**config.mk**
```make
export PLATFORM = sky130hd
export DESIGN_NAME = sp_compand_port
export DESIGN_NICKNAME = d
export VERILOG_FILES = /design/src/hw/sp_compand_pkg.sv /design/src/hw/sp_compand_codec.sv /design/src/hw/sp_compand_port.sv
export VERILOG_INCLUDE_DIRS = /design/src /design/src/hw
export SDC_FILE = /design/constraint.sdc
export NUM_CORES = 1
export LEC_CHECK = 0
export BUFFER_PORTS_ARGS = -buffer_cell sky130_fd_sc_hd__buf_2
export CORE_MARGIN = 4
export CORE_UTILIZATION = 45
export CTS_CLUSTER_DIAMETER = 150
export DETAILED_ROUTE_END_ITERATION = 6
export PLACE_DENSITY = 0.69
export SLEW_MARGIN = 20
export SYNTH_ARGS = -nofsm -noshare
export SYNTH_HDL_FRONTEND = slang
export SYNTH_SLANG_ARGS = --single-unit
```
**constraint.sdc**
```tcl
create_clock -name clk -period 13.1 [get_ports clk]
set_clock_uncertainty 0.15 [all_clocks]
set_input_delay 3.275 -clock clk [delete_from_list [all_inputs] [get_ports clk]]
set_output_delay 3.275 -clock clk [all_outputs]
set_load 0.05 [all_outputs]
```
**src/hw/sp_compand_map.svh**
```systemverilog
// Register map, field positions and counts for the serial port compander.
`ifndef SP_COMPAND_MAP_SVH
`define SP_COMPAND_MAP_SVH
`define A_CTRL   8'h00
`define A_CFG    8'h04
`define A_TXD    8'h08
`define A_RXD    8'h0C
`define A_STAT   8'h10
`define C_RXEN   0
`define C_TXEN   1
`define C_LOOP   2
`define C_FRAME_GEN_RESET_N   3
`define C_FMODE  4
`define C_JUST   6:5
`define G_TXLAW  1:0
`define G_RXLAW  3:2
`define G_TXLEN  6:4
`define G_RXLEN  9:7
`define G_TXCI   10
`define G_TXFI   11
`define G_RXCI   12
`define G_RXFI   13
`define J_ZERO   2'h0
`define J_SIGN   2'h1
`define J_HIGH   2'h2
`define RESP_OK  2'h0
`define RESP_ERR 2'h2
`define LOOP_CYC 3'h4
`define SRG_DIV  4'h4
`define SRG_HALF 4'h2
`define FSG_PER  6'h28
`define MU_CLIP  14'h1FDE
`define MU_BIAS  14'h0021
`define A_CLIP   12'hFFF
`endif

```
**src/hw/sp_compand_pkg.sv**
```systemverilog
// Types shared by the serial port compander files.
package sp_compand_pkg;
  typedef enum logic [1:0] {LAW_NONE, LAW_LSB, LAW_MU, LAW_A} law_e;
  typedef enum logic {TX_IDLE, TX_SHIFT} tx_state_e;
  typedef enum logic {RX_IDLE, RX_SHIFT} rx_state_e;
  typedef struct packed {
    logic        awvalid;
    logic [7:0]  awaddr;
    logic        wvalid;
    logic [31:0] wdata;
    logic [3:0]  wstrb;
    logic        bready;
    logic        arvalid;
    logic [7:0]  araddr;
    logic        rready;
  } axi_req_s;
  typedef struct packed {
    logic        awready;
    logic        wready;
    logic        bvalid;
    logic [1:0]  bresp;
    logic        arready;
    logic        rvalid;
    logic [31:0] rdata;
    logic [1:0]  rresp;
  } axi_rsp_s;
  typedef struct packed {
    logic tx_bit_clock_i;
    logic tx_frame_sync_i;
    logic rx_bit_clock_i;
    logic rx_frame_sync_i;
    logic rx_data_i;
  } pin_in_s;
  typedef struct packed {
    logic tx_bit_clock_o, tx_bit_clock_oe;
    logic tx_frame_sync_o, tx_frame_sync_oe;
    logic rx_bit_clock_o, rx_bit_clock_oe;
    logic rx_frame_sync_o, rx_frame_sync_oe;
    logic tx_data_o, tx_data_oe;
  } pin_out_s;
endpackage : sp_compand_pkg

```
**src/hw/sp_compand_codec.sv**
```systemverilog
// Mu-law and A-law compressor, expander and byte reversal.
`timescale 1ns/10ps
`include "sp_compand_map.svh"
module sp_compand_codec (
  input  wire logic [15:0]          tx_word,
  input  wire sp_compand_pkg::law_e tx_law,
  input  wire logic                 tx_rev,
  output logic [7:0]                tx_byte,
  input  wire logic [15:0]          rx_word,
  input  wire sp_compand_pkg::law_e rx_law,
  input  wire logic                 rx_rev,
  output logic [15:0]               rx_lin
);
  import sp_compand_pkg::*;

  logic [7:0] tx_flip;
  logic [7:0] rx_flip;

  // bit order reversal
  // A streaming operator cannot sit inside a select or a concatenation, so wire it per bit.
  for (genvar b = 0; b < 8; b++) begin : g_rev
    assign tx_flip[b] = tx_word[7-b];
    assign rx_flip[b] = rx_word[7-b];
  end

  function automatic logic [7:0] mu_enc(input logic [15:0] l);
    logic [13:0] x, m;
    logic [2:0]  sg;
    x = l[15:2];
    m = x[13] ? 14'(-x) : x;
    if (m > `MU_CLIP) m = `MU_CLIP;
    m  = m + `MU_BIAS;
    sg = 3'h0;
    for (int i = 6; i <= 12; i++) if (m[i]) sg = 3'(i - 5);
    return {1'b0, sg, 4'(m >> (sg + 3'h1))} ^ (x[13] ? 8'h7F : 8'hFF);
  endfunction : mu_enc

  function automatic logic [7:0] a_enc(input logic [15:0] l);
    logic [12:0] x, n;
    logic [11:0] m;
    logic [2:0]  sg;
    x = l[15:3];
    n = x[12] ? 13'(-x) : x;
    m  = n[12] ? `A_CLIP : n[11:0];
    sg = 3'h0;
    for (int i = 5; i <= 11; i++) if (m[i]) sg = 3'(i - 4);
    return {~x[12], sg, 4'(m >> ((sg == 3'h0) ? 3'h1 : sg))} ^ 8'h55;
  endfunction : a_enc

  function automatic logic [15:0] mu_dec(input logic [7:0] k);
    logic [7:0]  c;
    logic [15:0] t;
    c = ~k;
    t = ({9'h0, c[3:0], 3'h0} + 16'h0084) << c[6:4];
    return c[7] ? 16'(16'h0084 - t) : 16'(t - 16'h0084);
  endfunction : mu_dec

  function automatic logic [15:0] a_dec(input logic [7:0] k);
    logic [7:0]  c;
    logic [15:0] t;
    c = k ^ 8'h55;
    t = {8'h0, c[3:0], 4'h0};
    if (c[6:4] == 3'h0) t = t + 16'h0008;
    else t = (t + 16'h0108) << (c[6:4] - 3'h1);
    return c[7] ? t : 16'(-t);
  endfunction : a_dec

  always_comb begin
    case (tx_law)
      LAW_MU:  tx_byte = mu_enc(tx_word);
      LAW_A:   tx_byte = a_enc(tx_word);
      default: tx_byte = tx_rev ? tx_flip : tx_word[7:0];
    endcase
    case (rx_law)
      LAW_MU:  rx_lin = mu_dec(rx_word[7:0]);
      LAW_A:   rx_lin = a_dec(rx_word[7:0]);
      default: rx_lin = rx_rev ? {8'h00, rx_flip} : rx_word;
    endcase
  end
endmodule : sp_compand_codec

```
**src/hw/sp_compand_port.sv**
```systemverilog
// Serial port companding stage with register slave and shared generators.
//
// The register addresses and the AXI4-Lite slave port are this design's own decisions.
`timescale 1ns/10ps
`include "sp_compand_map.svh"
module sp_compand_port (
  input  wire logic                     clk,
  input  wire logic                     reset_n,
  input  wire sp_compand_pkg::axi_req_s axi_req,
  output sp_compand_pkg::axi_rsp_s      axi_rsp,
  input  wire sp_compand_pkg::pin_in_s  pins_in,
  output sp_compand_pkg::pin_out_s      pins_out,
  output logic                          rx_sync_event,
  output logic                          tx_sync_event
);
  import sp_compand_pkg::*;

  // ----------------------------------------------------------------
  // State
  // ----------------------------------------------------------------
  typedef struct packed {
    logic        aw_ok;
    logic [7:0]  aw_addr;
    logic        w_ok;
    logic [31:0] wdata;
    logic [3:0]  wstrb;
    logic        bvalid;
    logic [1:0]  bresp;
    logic        rvalid;
    logic [31:0] rdata;
    logic [1:0]  rresp;
    logic [6:0]  ctrl;
    logic [13:0] cfg;
    logic [31:0] tx_data_reg;
    logic        dxr_full;
    logic [15:0] tx_shift_reg;
    tx_state_e   tx_st;
    logic [4:0]  tx_cnt;
    logic        fs_o;
    logic        dx;
    logic [15:0] rsr;
    logic [15:0] rx_buffer_reg;
    logic        rbr_new;
    rx_state_e   rx_st;
    logic [4:0]  rx_cnt;
    logic [31:0] rx_data_reg;
    logic        rx_rdy;
    logic        rx_fs_o;
    logic [2:0]  lp_cnt;
    logic [7:0]  lp_code;
    logic [3:0]  srg_cnt;
    logic        clkg;
    logic [5:0]  fsg_cnt;
    logic [4:0]  s1;
    logic [4:0]  s2;
    logic [1:0]  clk_prev;
    logic        tx_evt;
    logic        rx_evt;
  } st_s;

  st_s  q;
  st_s  d;
  logic tx_en, rx_en, loop_on, frame_gen_reset_n, fmode;
  logic txci, txfi, rxci, rxfi;
  law_e tx_law, rx_law;
  logic tx_el8, rx_el8, tx_rev, rx_rev, rx_comp;
  logic clkg_tick, fsg_pulse, tx_tick, rx_tick;
  logic tx_fs_src, fs_copy_mode, tx_start, rx_fs, rx_din, rx_copy;
  logic tx_rdy, srg_used, fsg_used;
  logic wr_fire, rd_fire, wr_bad, rd_bad;
  logic [7:0]  tx_byte;
  logic [15:0] rx_lin, rx_word;
  logic [31:0] rx_just;

  // ----------------------------------------------------------------
  // Field decode
  // ----------------------------------------------------------------
  // Control and configuration fields steer every path below.
  assign tx_en   = q.ctrl[`C_TXEN];
  assign rx_en   = q.ctrl[`C_RXEN];
  assign loop_on = q.ctrl[`C_LOOP];
  assign frame_gen_reset_n    = q.ctrl[`C_FRAME_GEN_RESET_N];
  assign fmode   = q.ctrl[`C_FMODE];
  assign txci    = q.cfg[`G_TXCI];
  assign txfi    = q.cfg[`G_TXFI];
  assign rxci    = q.cfg[`G_RXCI];
  assign rxfi    = q.cfg[`G_RXFI];
  assign tx_law  = law_e'(q.cfg[`G_TXLAW]);
  assign rx_law  = law_e'(q.cfg[`G_RXLAW]);
  assign rx_comp = q.cfg[3];
  assign tx_el8  = q.cfg[1] || (q.cfg[`G_TXLEN] == 3'h0);
  assign rx_el8  = rx_comp || (q.cfg[`G_RXLEN] == 3'h0);
  assign tx_rev  = (tx_law == LAW_LSB) && (q.cfg[`G_TXLEN] == 3'h0);
  assign rx_rev  = (rx_law == LAW_LSB) && (q.cfg[`G_RXLEN] == 3'h0);

  // ----------------------------------------------------------------
  // Shared generators and source selection
  // ----------------------------------------------------------------
  // shared generators
  assign clkg_tick = (q.srg_cnt == `SRG_DIV - 4'h1);
  assign fsg_pulse = clkg_tick && frame_gen_reset_n && (q.fsg_cnt == 6'h00);
  // Pin edges are taken only from the second synchroniser stage.
  assign tx_tick = txci ? clkg_tick : (q.s2[4] && !q.clk_prev[1]);
  assign rx_tick = loop_on ? tx_tick :
                   rxci ? clkg_tick : (q.s2[2] && !q.clk_prev[0]);
  assign fs_copy_mode = txfi && !fmode;
  assign tx_fs_src    = txfi ? fsg_pulse : q.s2[3];
  assign tx_start = tx_en && tx_tick && (q.tx_st == TX_IDLE) &&
                    (fs_copy_mode ? q.dxr_full : tx_fs_src);
  assign rx_fs  = loop_on ? tx_start : rxfi ? fsg_pulse : q.s2[1];
  assign rx_din = loop_on ? q.dx : q.s2[0];
  assign rx_copy = q.rbr_new && rx_en;
  assign tx_rdy   = tx_en && !q.dxr_full;
  assign srg_used = (tx_en && txci) || (rx_en && rxci && !loop_on);
  assign fsg_used = frame_gen_reset_n && ((tx_en && txfi && fmode) || (rx_en && rxfi));

  assign rx_word = (q.lp_cnt != 3'h0) ? {8'h00, q.lp_code} : q.rx_buffer_reg;

  sp_compand_codec codec (
    .tx_word (q.tx_data_reg[15:0]),
    .tx_law  (tx_law),
    .tx_rev  (tx_rev),
    .tx_byte (tx_byte),
    .rx_word (rx_word),
    .rx_law  (rx_law),
    .rx_rev  (rx_rev),
    .rx_lin  (rx_lin)
  );

  always_comb begin
    if (!rx_comp) rx_just = {16'h0000, rx_lin};
    else if (q.ctrl[`C_JUST] == `J_SIGN) rx_just = {{16{rx_lin[15]}}, rx_lin};
    else if (q.ctrl[`C_JUST] == `J_HIGH) rx_just = {rx_lin, 16'h0000};
    else rx_just = {16'h0000, rx_lin};
  end

  // ----------------------------------------------------------------
  // Register slave
  // ----------------------------------------------------------------
  assign wr_fire = q.aw_ok && q.w_ok && !q.bvalid;
  assign rd_fire = axi_req.arvalid && !q.rvalid;
  assign wr_bad  = (q.aw_addr > `A_STAT) || (q.aw_addr[1:0] != 2'h0);
  assign rd_bad  = (axi_req.araddr > `A_STAT) || (axi_req.araddr[1:0] != 2'h0);
  always_comb begin
    axi_rsp.awready = !q.aw_ok;
    axi_rsp.wready  = !q.w_ok;
    axi_rsp.bvalid  = q.bvalid;
    axi_rsp.bresp   = q.bresp;
    axi_rsp.arready = !q.rvalid;
    axi_rsp.rvalid  = q.rvalid;
    axi_rsp.rdata   = q.rdata;
    axi_rsp.rresp   = q.rresp;
  end

  // ----------------------------------------------------------------
  // Next state
  // ----------------------------------------------------------------
  // One combinational pass builds the whole next state.
  always_comb begin
    logic [31:0] wm;
    logic [15:0] ld;
    wm = 32'h0;
    ld = 16'h0;
    d  = q;
    d.tx_evt = 1'b0;
    d.rx_evt = 1'b0;
    d.fs_o   = 1'b0;
    d.rx_fs_o = rxfi && fsg_pulse;
    // The first stage feeds only the second one.
    d.s1 = pins_in;
    d.s2 = q.s1;
    d.clk_prev = {q.s2[4], q.s2[2]};
    // Sample-rate divider and frame generator.
    d.srg_cnt = clkg_tick ? 4'h0 : q.srg_cnt + 4'h1;
    d.clkg    = (d.srg_cnt < `SRG_HALF);
    if (!frame_gen_reset_n) d.fsg_cnt = 6'h00;
    else if (clkg_tick)
      d.fsg_cnt = (q.fsg_cnt == `FSG_PER - 6'h01) ? 6'h00 : q.fsg_cnt + 6'h01;
    // Write address and data are accepted in either order.
    if (axi_req.awvalid && !q.aw_ok) begin
      d.aw_ok   = 1'b1;
      d.aw_addr = axi_req.awaddr;
    end
    if (axi_req.wvalid && !q.w_ok) begin
      d.w_ok  = 1'b1;
      d.wdata = axi_req.wdata;
      d.wstrb = axi_req.wstrb;
    end
    if (q.bvalid && axi_req.bready) d.bvalid = 1'b0;
    if (q.rvalid && axi_req.rready) d.rvalid = 1'b0;
    for (int i = 0; i < 4; i++) wm[i*8 +: 8] = {8{q.wstrb[i]}};
    if (wr_fire) begin
      d.aw_ok  = 1'b0;
      d.w_ok   = 1'b0;
      d.bvalid = 1'b1;
      d.bresp  = wr_bad ? `RESP_ERR : `RESP_OK;
      case (q.aw_addr)
        `A_CTRL: d.ctrl = 7'((q.ctrl & ~wm) | (q.wdata & wm));
        `A_CFG:  d.cfg  = 14'((q.cfg & ~wm) | (q.wdata & wm));
        `A_TXD: begin
          d.tx_data_reg = (q.tx_data_reg & ~wm) | (q.wdata & wm);
          d.dxr_full = tx_en;
          if (!tx_en && !rx_en) d.lp_cnt = `LOOP_CYC;
        end
        default: d.bresp = d.bresp;
      endcase
    end
    if (rd_fire) begin
      d.rvalid = 1'b1;
      d.rresp  = rd_bad ? `RESP_ERR : `RESP_OK;
      case (axi_req.araddr)
        `A_CTRL: d.rdata = {25'h0, q.ctrl};
        `A_CFG:  d.rdata = {18'h0, q.cfg};
        `A_TXD:  d.rdata = q.tx_data_reg;
        `A_RXD: begin
          d.rdata  = q.rx_data_reg;
          d.rx_rdy = 1'b0;
        end
        `A_STAT: d.rdata = {26'h0, q.rx_st == RX_SHIFT, q.tx_st == TX_SHIFT,
                            fsg_used, srg_used, tx_rdy, q.rx_rdy};
        default: d.rdata = 32'h0;
      endcase
    end
    if (q.lp_cnt != 3'h0) begin
      d.lp_cnt = q.lp_cnt - 3'h1;
      if (q.lp_cnt == `LOOP_CYC) d.lp_code = tx_byte;
      if (q.lp_cnt == 3'h1) d.rx_data_reg = rx_just;
    end
    if (tx_start) begin
      ld = tx_el8 ? {tx_byte, 8'h00} : q.tx_data_reg[15:0];
      d.tx_shift_reg      = ld;
      d.dx       = ld[15];
      d.tx_cnt   = tx_el8 ? 5'h07 : 5'h0F;
      d.tx_st    = TX_SHIFT;
      d.dxr_full = 1'b0;
      d.tx_evt   = 1'b1;
      d.fs_o     = txfi;
    end else if (q.tx_st == TX_SHIFT && tx_tick) begin
      if (q.tx_cnt == 5'h00) begin
        d.tx_st = TX_IDLE;
        d.dx    = 1'b0;
      end else begin
        d.tx_shift_reg    = {q.tx_shift_reg[14:0], 1'b0};
        d.dx     = q.tx_shift_reg[14];
        d.tx_cnt = q.tx_cnt - 5'h01;
      end
    end
    if (wr_fire && q.aw_addr == `A_TXD) d.dxr_full = tx_en;
    // Receive shifter gathers one element after its sync.
    d.rbr_new = 1'b0;
    case (q.rx_st)
      RX_IDLE: if (rx_en && rx_tick && rx_fs) begin
        d.rsr    = 16'h0000;
        d.rx_cnt = rx_el8 ? 5'h08 : 5'h10;
        d.rx_st  = RX_SHIFT;
      end
      RX_SHIFT: if (rx_tick) begin
        d.rsr    = {q.rsr[14:0], rx_din};
        d.rx_cnt = q.rx_cnt - 5'h01;
        if (q.rx_cnt == 5'h01) begin
          d.rx_buffer_reg     = {q.rsr[14:0], rx_din};
          d.rbr_new = 1'b1;
          d.rx_st   = RX_IDLE;
        end
      end
      default: d.rx_st = RX_IDLE;
    endcase
    if (rx_copy) begin
      d.rx_data_reg    = rx_just;
      d.rx_rdy = 1'b1;
      d.rx_evt = 1'b1;
    end
    if (!tx_en) begin
      d.tx_st    = TX_IDLE;
      d.dxr_full = 1'b0;
      d.dx       = 1'b0;
    end
    if (!rx_en) begin
      d.rx_st   = RX_IDLE;
      d.rx_rdy  = 1'b0;
      d.rbr_new = 1'b0;
    end
  end

  always_ff @(posedge clk or negedge reset_n) begin
    if (!reset_n) q <= '0;
    else q <= d;
  end

  // ----------------------------------------------------------------
  // Outputs
  // ----------------------------------------------------------------
  // Clock and sync drivers are enabled only when the matching source is internal; the data driver only while shifting.
  always_comb begin
    pins_out.tx_bit_clock_o   = q.clkg;
    pins_out.tx_bit_clock_oe  = txci;
    pins_out.tx_frame_sync_o  = q.fs_o;
    pins_out.tx_frame_sync_oe = txfi;
    pins_out.rx_bit_clock_o   = q.clkg;
    pins_out.rx_bit_clock_oe  = rxci;
    pins_out.rx_frame_sync_o  = q.rx_fs_o;
    pins_out.rx_frame_sync_oe = rxfi;
    pins_out.tx_data_o        = q.dx;
    pins_out.tx_data_oe       = (q.tx_st == TX_SHIFT);
  end
  assign rx_sync_event = q.rx_evt;
  assign tx_sync_event = q.tx_evt;
endmodule : sp_compand_port

```
==> results by group, run 1 <==
Outcome
  • Outcome: complete, no violations

Logic synthesis
  • EDFF count, synth: 0
  • Yosys warning count: 0
  • Synth Flop Type: dfrtp_1
  • Mapped Avg Cell Area: 9.837 µm²
  • Seq/Total Area, Yosys: 42.80%
  • Yosys cell types: 97
  • Cell count after synthesis: 1587
  • Seq cells post-synth: 267
  • Mapped cell area: 0.01561 mm²
  • FFs w/ async S/R, synth: 100.0%

Pwr
  • Power share of the sequential group: 34.1%
  • Gate power share: 41.1%
  • Leakage: 0.007908 µW
  • Internal power: 2021 µW
  • Peak VDD IR: 143.0 µV
  • Net Sw Power: 1343 µW
  • Clock share of power: 24.9%
  • Switching Share: 39.91%
  • Power Density: 196.4 mW/mm²

Timing
  • Worst setup margin: 6.777 ns
  • Setup TNS Final: 0 ns
  • Highest Clock Rate: 158.1 MHz
  • Worst-Margin Slew: 1.073 ns
  • Final Setup Violations: 0
  • Min cycle time layout: 6.323 ns
  • Worst rel slew slack: 28.44%
  • Fin. Hold Viols: 0
  • Tcrit/Tclk final: 48.27%
  • RSZ-0062 raised after global routing: no
  • Final slew viol count: 0

Critical path
  • Critical R2R Capture: q[63]$_DFFE_PN0P_
  • Slowest cell on the critical path: mux2i_1
  • Worst path cell trace: nor2_1, ha_1, mux2i_1, inv_1, ha_1, ha_1, inv_1, o311ai_1, a21boi_0, or4b_1, o21a_1, nand2b_1, o211ai_2, nor3_2, a221o_1
  • Critical Path Sink: q[63]$_DFFE_PN0P_
  • CP Data Required Time: 13.44 ns
  • R2r worst-path depth: 15
  • Crit-path leading delay family: adder cells
  • CP dominant cell by count: ha_1
  • Flop-to-flop setup slack: 6.78 ns
  • CP Capture Type: register
  • FF-to-FF Start: q[34]$_DFFE_PN0P_
  • CP max stage delay: 0.84 ns
  • Crit. Startpoint: q[34]$_DFFE_PN0P_
  • Worst setup SP type: register
  • Worst path depth: 15
  • WS Path Type: register to register
  • Worst-path fanout max: 22
  • WP data arrival: 6.66 ns
  • CP Buf/Inv Count: 2

GRT
  • Met2 Use GR: 35.30%
  • Vias in the first global route: 12290
  • Largest net degree at the start of global routing: 178
  • Grt total ovfl: 0
  • First-pass GRT wire length: 69.10 mm
  • M1 GR Usage: 31.38%
  • Total track usage: 22.38%
  • Initial antenna violation count: 0
  • Routing usage on met3: 3.875%
  • Grt peak-use layer: met2

Drt
  • Total number of vias: 12400
  • DR pass1 iterations: 5
  • Drt wl/cell: 20.90 µm
  • DR iter-0 viols: 915
  • Final ANT Viol Nets: 0
  • Via-to-Cell Ratio: 5.979
  • Routed WL: 43.36 mm
  • Post-route DRC: 0

Placed design
  • Port Buffer Count: 114
  • Worst slack, placed: 6.924 ns
  • Placed cell area: 0.01611 mm²
  • Detailed Place HPWL: 31.68 mm
  • Gp weighted congestion: 0.9684

CTS
  • Root Driver: clkbuf_16
  • Cts bufs inserted: 30
  • Hold-fix buffers, CTS: 0
  • CTS tree: built
  • CTS HTree Levels: 1
  • Clk buf depth: 3
  • Clock Latency Late Sink: 0.55 ns
  • PostCTS Resize Cnt: 0
  • TritonCTS Sinks: 267
  • Worst-path clk slew: 0.06 ns
  • Setup Fix Bufs, Post-CTS: 0

Cells and area
  • Final Instance Area: 0.01713 mm²
  • Area occupied by multi-input gates: 0.008080 mm²
  • Nets: 1688
  • Sequential Area: 0.006681 mm²
  • Layout cells sized above 1: 21.46%
  • Antenna diode count: 0
  • FILL cells: 3154
  • Layout area overhead: 9.730%

Floorplan
  • Die W: 194.3 µm
  • Num ports: 117
  • Initial core utilization: 46.10%
  • Core Footprint: 0.03387 mm²
  • DIE AREA: 0.03774 mm²
  • FP Rows: 67
  • Die height: 194.3 µm

Flow run
  • Max-cap viol count: 0

Min path
  • Worst Hold Class: register to register
-- layout make-up --
class | count | area share [%]
Tap cell | 448 | 3.272
Clock buffer | 45 | 5.179
Timing Repair Buffer | 125 | 3.944
Clock inverter | 10 | 0.6866
Inverter | 34 | 0.7450
Multi-Input combinational cell | 1145 | 47.17
Sequential cell | 267 | 39.00
-- synthesized netlist by cell type, drive strengths merged (4+ instances only) --
master / number / area [µm²]
o31ai: 38 / 290.3
nand3b: 5 / 37.54
a31o: 5 / 43.79
nand2: 172 / 645.6
and2: 16 / 100.1
dfrtp: 267 / 6681
ha: 21 / 262.8
o22ai: 10 / 62.56
a211o: 8 / 70.07
o311ai: 6 / 52.55
o211a: 5 / 50.05
xor2: 20 / 182.7
and3: 8 / 50.05
o211ai: 21 / 167.7
o21a: 8 / 60.06
nor4: 11 / 68.82
nor2: 96 / 379.1
inv: 32 / 120.1
mux2i: 81 / 814.5
a22o: 8 / 70.07
o21ai: 98 / 501.7
a221o: 9 / 90.09
mux2: 127 / 1430
o41ai: 6 / 97.60
nand3: 51 / 255.2
nor3b: 12 / 90.09
a211oi: 13 / 97.59
or4: 5 / 37.54
a21boi: 7 / 52.55
a21o: 7 / 52.55
clkbuf: 64 / 240.2
nor3: 29 / 160.2
xnor2: 32 / 287.8
a22oi: 5 / 37.54
or3: 10 / 67.56
a21oi: 79 / 406.6
nor2b: 14 / 87.58
nand2b: 18 / 112.6
a31oi: 19 / 118.9
a221oi: 4 / 41.29
buf: 78 / 524.3
or2: 9 / 56.30
nand4: 5 / 46.29
-- cell usage in the layout (no fill, tap or decap), types with 21 or more instances in the layout --
| master | instances |
|---|---|
| ha_1 | 21 |
| buf_2 | 113 |
| a21oi_1 | 78 |
| inv_1 | 31 |
| nand3_1 | 51 |
| nand2_1 | 171 |
| nor2_1 | 94 |
| o31ai_1 | 37 |
| o21ai_0 | 93 |
| dfrtp_1 | 267 |
| clkbuf_16 | 30 |
| xnor2_1 | 31 |
| mux2i_1 | 79 |
| nor3_1 | 26 |
| mux2_2 | 127 |
-- worst min path at each step --
stage	from	to	slack, ns	cells past startpoint
final	d[5]$_DFF_PN0_	q[5]$_DFF_PN0_	0.20	0
after global routing	d[8]$_DFF_PN0_	d[3]$_DFF_PN0_	0.21	0
after detailed placement	d[5]$_DFF_PN0_	q[5]$_DFF_PN0_	0.19	0
after floorplan	d[6]$_DFF_PN0_	d[2]$_DFF_PN0_	0.18	0
after global placement	d[5]$_DFF_PN0_	q[5]$_DFF_PN0_	0.18	0
after CTS	d[5]$_DFF_PN0_	q[5]$_DFF_PN0_	0.20	0
-- power by group through the flow --
stage	registers, µW	clock network (µW)	logic (µW)
after floorplan	1050	0	1110
after global placement	1150	0	1350
after detailed placement	1160	0	1360
after CTS	1140	854	1360
after global routing	1160	896	1510
final	1150	836	1380
-- routing by layer --
layer / wire length, µm / part of all wire, % / vias up
met2: 19820 / 46 / 488
met4: 1508 / 3.5 / 0
met3: 2913 / 6.7 / 95
met1: 19110 / 44 / 6054
met5: 0 / 0 / -
li1: - / - / 5763
-- stage by stage --
stage	total power (µW)	hold WS (ns)	utilization, %	cells
after global placement	2504	0.1845	47.55	2019
after detailed placement	2515	0.1879	47.55	2019
after CTS	3361	0.2008	50.52	2074
after floorplan	2161	0.1812	-	1588
final	3364	0.1981	50.58	2074
after global routing	3575	0.2109	50.58	2074
-- cell families (layout without fill, tap and decap cells) --
logic type               Yosys count  in the layout  share of synthesized area, %
adder cells (fa/ha/maj)           21             21                         1.683
multiplexers                     211            211                         14.81
AO/OA/AOI/OAI                    387            387                         17.20
other                              1              2                       0.02402
AND/OR/NAND/NOR                  472            472                         14.76
buffers and inverters            176            214                         5.714
flip-flops                       267            267                         42.80
XOR/XNOR                          52             52                         3.014
No activity file was read; power rests on OpenSTA's default activity.
==> inputs of run 2 (changes only) <==
ABC_AREA = 1   (was unset)
clock period = 6.2 ns   (was 13.1 ns; I/O delays follow)
==> run 2 against run 1 <==
Compared with the run above:
- non-clock buffer count up 1
- fmax up 34%
- critical path depth up 10
- die area down 5.3%
- setup slack worse by 5.3 ns
- synthesized cell count up 20%
- cell area down 4.8%
- core utilization down 0.36 points
- cell count up 17%
- register-to-register slack worse by 5.3 ns
- via count up 6.4%
==> results by group, run 2 <==
CTS
  • CTS HTree Levels: 1
  • Hold-fix buffers, CTS: 0
  • CTS tree: built
  • PostCTS Resize Cnt: 0
  • Worst-path clk slew: 0.06 ns
  • Cts bufs inserted: 29
  • Clk buf depth: 3
  • Setup Fix Bufs, Post-CTS: 0
  • Root Driver: clkbuf_16
  • Clock Latency Late Sink: 0.56 ns
  • TritonCTS Sinks: 267

Timing
  • Final slew viol count: 0
  • Fin. Hold Viols: 0
  • Worst rel slew slack: 36.32%
  • Final Setup Violations: 0
  • WHS: 0.1972 ns
  • RSZ-0062 raised after global routing: no
  • Highest Clock Rate: 212.6 MHz
  • Tcrit/Tclk final: 75.87%
  • Worst-Margin Slew: 0.9516 ns
  • Setup TNS Final: 0 ns
  • Min cycle time layout: 4.704 ns

Pwr
  • Net Sw Power: 2773 µW
  • Gate power share: 40.8%
  • Power Density: 403.7 mW/mm²
  • Clock share of power: 25.6%
  • Switching Share: 42.14%
  • Power share of the sequential group: 33.6%
  • Internal power: 3807 µW
  • Leakage: 0.007960 µW
  • Peak VDD IR: 244.1 µV

GRT
  • Grt total ovfl: 0
  • Total track usage: 23.49%
  • Initial antenna violation count: 1
  • M1 GR Usage: 31.23%
  • Met2 Use GR: 39.84%
  • Routing usage on met3: 2.802%
  • Vias in the first global route: 12910
  • First-pass GRT wire length: 68.34 mm
  • Grt peak-use layer: met2
  • Largest net degree at the start of global routing: 114

Logic synthesis
  • Yosys warning count: 0
  • Mapped cell area: 0.01474 mm²
  • Post-synth top area share: 45.32%
  • Cell accounting for the most synthesized area: dfrtp_1
  • Commonest cells in the synthesized netlist: nand2_1 (458), dfrtp_1 (267), inv_1 (239)
  • EDFF count, synth: 0
  • Most numerous cell in the Yosys netlist: nand2_1
  • FFs w/ async S/R, synth: 100.0%
  • Synth Flop Type: dfrtp_1
  • Cell count after synthesis: 1909
  • Area contributors post-synth: dfrtp_1 (45%), nand2_1 (12%), o21ai_0 (7.4%)
  • Mapped Avg Cell Area: 7.723 µm²
  • Seq/Total Area, Yosys: 45.32%
  • Seq cells post-synth: 267
  • Yosys cell types: 54

Drt
  • Routed WL: 42.59 mm
  • Via-to-Cell Ratio: 5.444
  • DR pass1 iterations: 5
  • Post-route DRC: 0
  • DR iter-0 viols: 1176
  • Total number of vias: 13200
  • Final ANT Viol Nets: 0
  • Drt wl/cell: 17.57 µm

Cells and area
  • Layout area overhead: 10.55%
  • Nets: 2043
  • Layout cells sized above 1: 12.77%
  • Commonest non-fill, non-tap cell in the layout: nand2_1
  • Commonest cells after routing, fill and taps aside: nand2_1 (457), dfrtp_1 (267), inv_1 (239)

Critical path
  • Crit-path leading delay family: simple AND/OR/NAND/NOR gates
  • CP dominant cell by count: nand2_1
  • Slowest cell on the critical path: ha_1
  • Worst setup SP type: register
  • CP Capture Type: register
  • Worst-path fanout max: 22
  • Critical Path Sink: q[59]$_DFFE_PN0P_
  • CP Buf/Inv Count: 5
  • WP data arrival: 4.97 ns
  • R2r worst-path depth: 25
  • FF-to-FF Start: q[33]$_DFFE_PN0P_
  • Critical R2R Capture: q[59]$_DFFE_PN0P_
  • Worst path depth: 25
  • CP Data Required Time: 6.47 ns
  • CP max stage delay: 0.42 ns
  • Flop-to-flop setup slack: 1.50 ns
  • WS Path Type: register to register
  • Crit. Startpoint: q[33]$_DFFE_PN0P_

Outcome
  • Outcome: complete, no violations

Placed design
  • Gp weighted congestion: 0.9985
  • Detailed Place HPWL: 32.34 mm
  • Port Buffer Count: 114

Floorplan
  • Num ports: 117
  • Die W: 189.0 µm
  • Die height: 189.0 µm
  • Core Footprint: 0.03245 mm²
  • DIE AREA: 0.03572 mm²
  • Initial core utilization: 45.43%
  • FP Rows: 66

Flow run
  • Max-cap viol count: 0

Min path
  • Worst Hold Class: register to register
## run 2: changes by cell type in the layout (fill, tap and decap cells not counted), moves of 44 or more
| cell | previous run | this run |
|---|---|---|
| mux2i_1 | 79 | 1 |
| mux2_2 | 127 | 26 |
| nand2_1 | 171 | 457 |
| nand3_1 | 51 | 100 |
| o21ai_0 | 93 | 217 |
| inv_1 | 31 | 239 |
| nor2_1 | 94 | 138 |
## run 2: logic make-up after synthesis
| family | synth area share, % |
|---|---|
| mux | 2.054 |
| fa+ha+maj | 1.782 |
| buf+inv | 10.75 |
| simple gates | 21.95 |
| compound gates | 17.05 |
| other cells | 0.02543 |
| flops | 45.32 |
| xor+xnor | 1.069 |
## run 2: routing by layer
| metal | routed length (µm) | share of wire, % | up-vias |
|---|---|---|---|
| met5 | 0 | 0 | - |
| met4 | 1725 | 4.1 | 0 |
| met3 | 2219 | 5.2 | 104 |
| met2 | 20460 | 48 | 459 |
| met1 | 18180 | 43 | 6308 |
| li1 | - | - | 6326 |
## run 2: worst min-delay path by stage
stage | startpoint | to | slack [ns] | cells after the start
finish | d[4]$_DFF_PN0_ | q[4]$_DFF_PN0_ | 0.20 | 0
global route | d[4]$_DFF_PN0_ | q[4]$_DFF_PN0_ | 0.21 | 0
CTS | d[4]$_DFF_PN0_ | q[4]$_DFF_PN0_ | 0.20 | 0
detailed placement | d[4]$_DFF_PN0_ | q[4]$_DFF_PN0_ | 0.19 | 0
global placement | d[4]$_DFF_PN0_ | q[4]$_DFF_PN0_ | 0.19 | 0
floorplan | d[6]$_DFF_PN0_ | d[2]$_DFF_PN0_ | 0.18 | 0
## run 2: metrics by stage
step | utilization (%) | cells | cell area [µm²] | setup WS [ns] | total power [µW]
after floorplan | - | 1910 | 14750 | 2.355 | 4190
after global placement | 47.31 | 2369 | 15350 | 1.487 | 4869
after detailed placement | 47.31 | 2369 | 15350 | 1.582 | 4874
after CTS | 50.22 | 2423 | 16300 | 1.571 | 6579
after global routing | 50.22 | 2424 | 16300 | 0.8422 | 7031
final | 50.22 | 2424 | 16300 | 1.496 | 6580
## run 2: final cells by class
class	instances	area, µm²
fillers	3186	16150
flip-flops and latches	267	6681
multi-input cells	1280	6484
inverters	254	953.4
clock buffers	41	830.8
repair buffers	126	683.2
well taps	442	553.0
clock inverters	13	111.4
diodes	1	2.502
## run 2: power by group through the flow
stage | registers, µW | clock network [µW] | logic (µW)
floorplan | 2160 | 0 | 2030
global placement | 2220 | 0 | 2650
detailed placement | 2230 | 0 | 2640
CTS | 2200 | 1720 | 2660
global route | 2240 | 1790 | 3010
finish | 2210 | 1690 | 2680
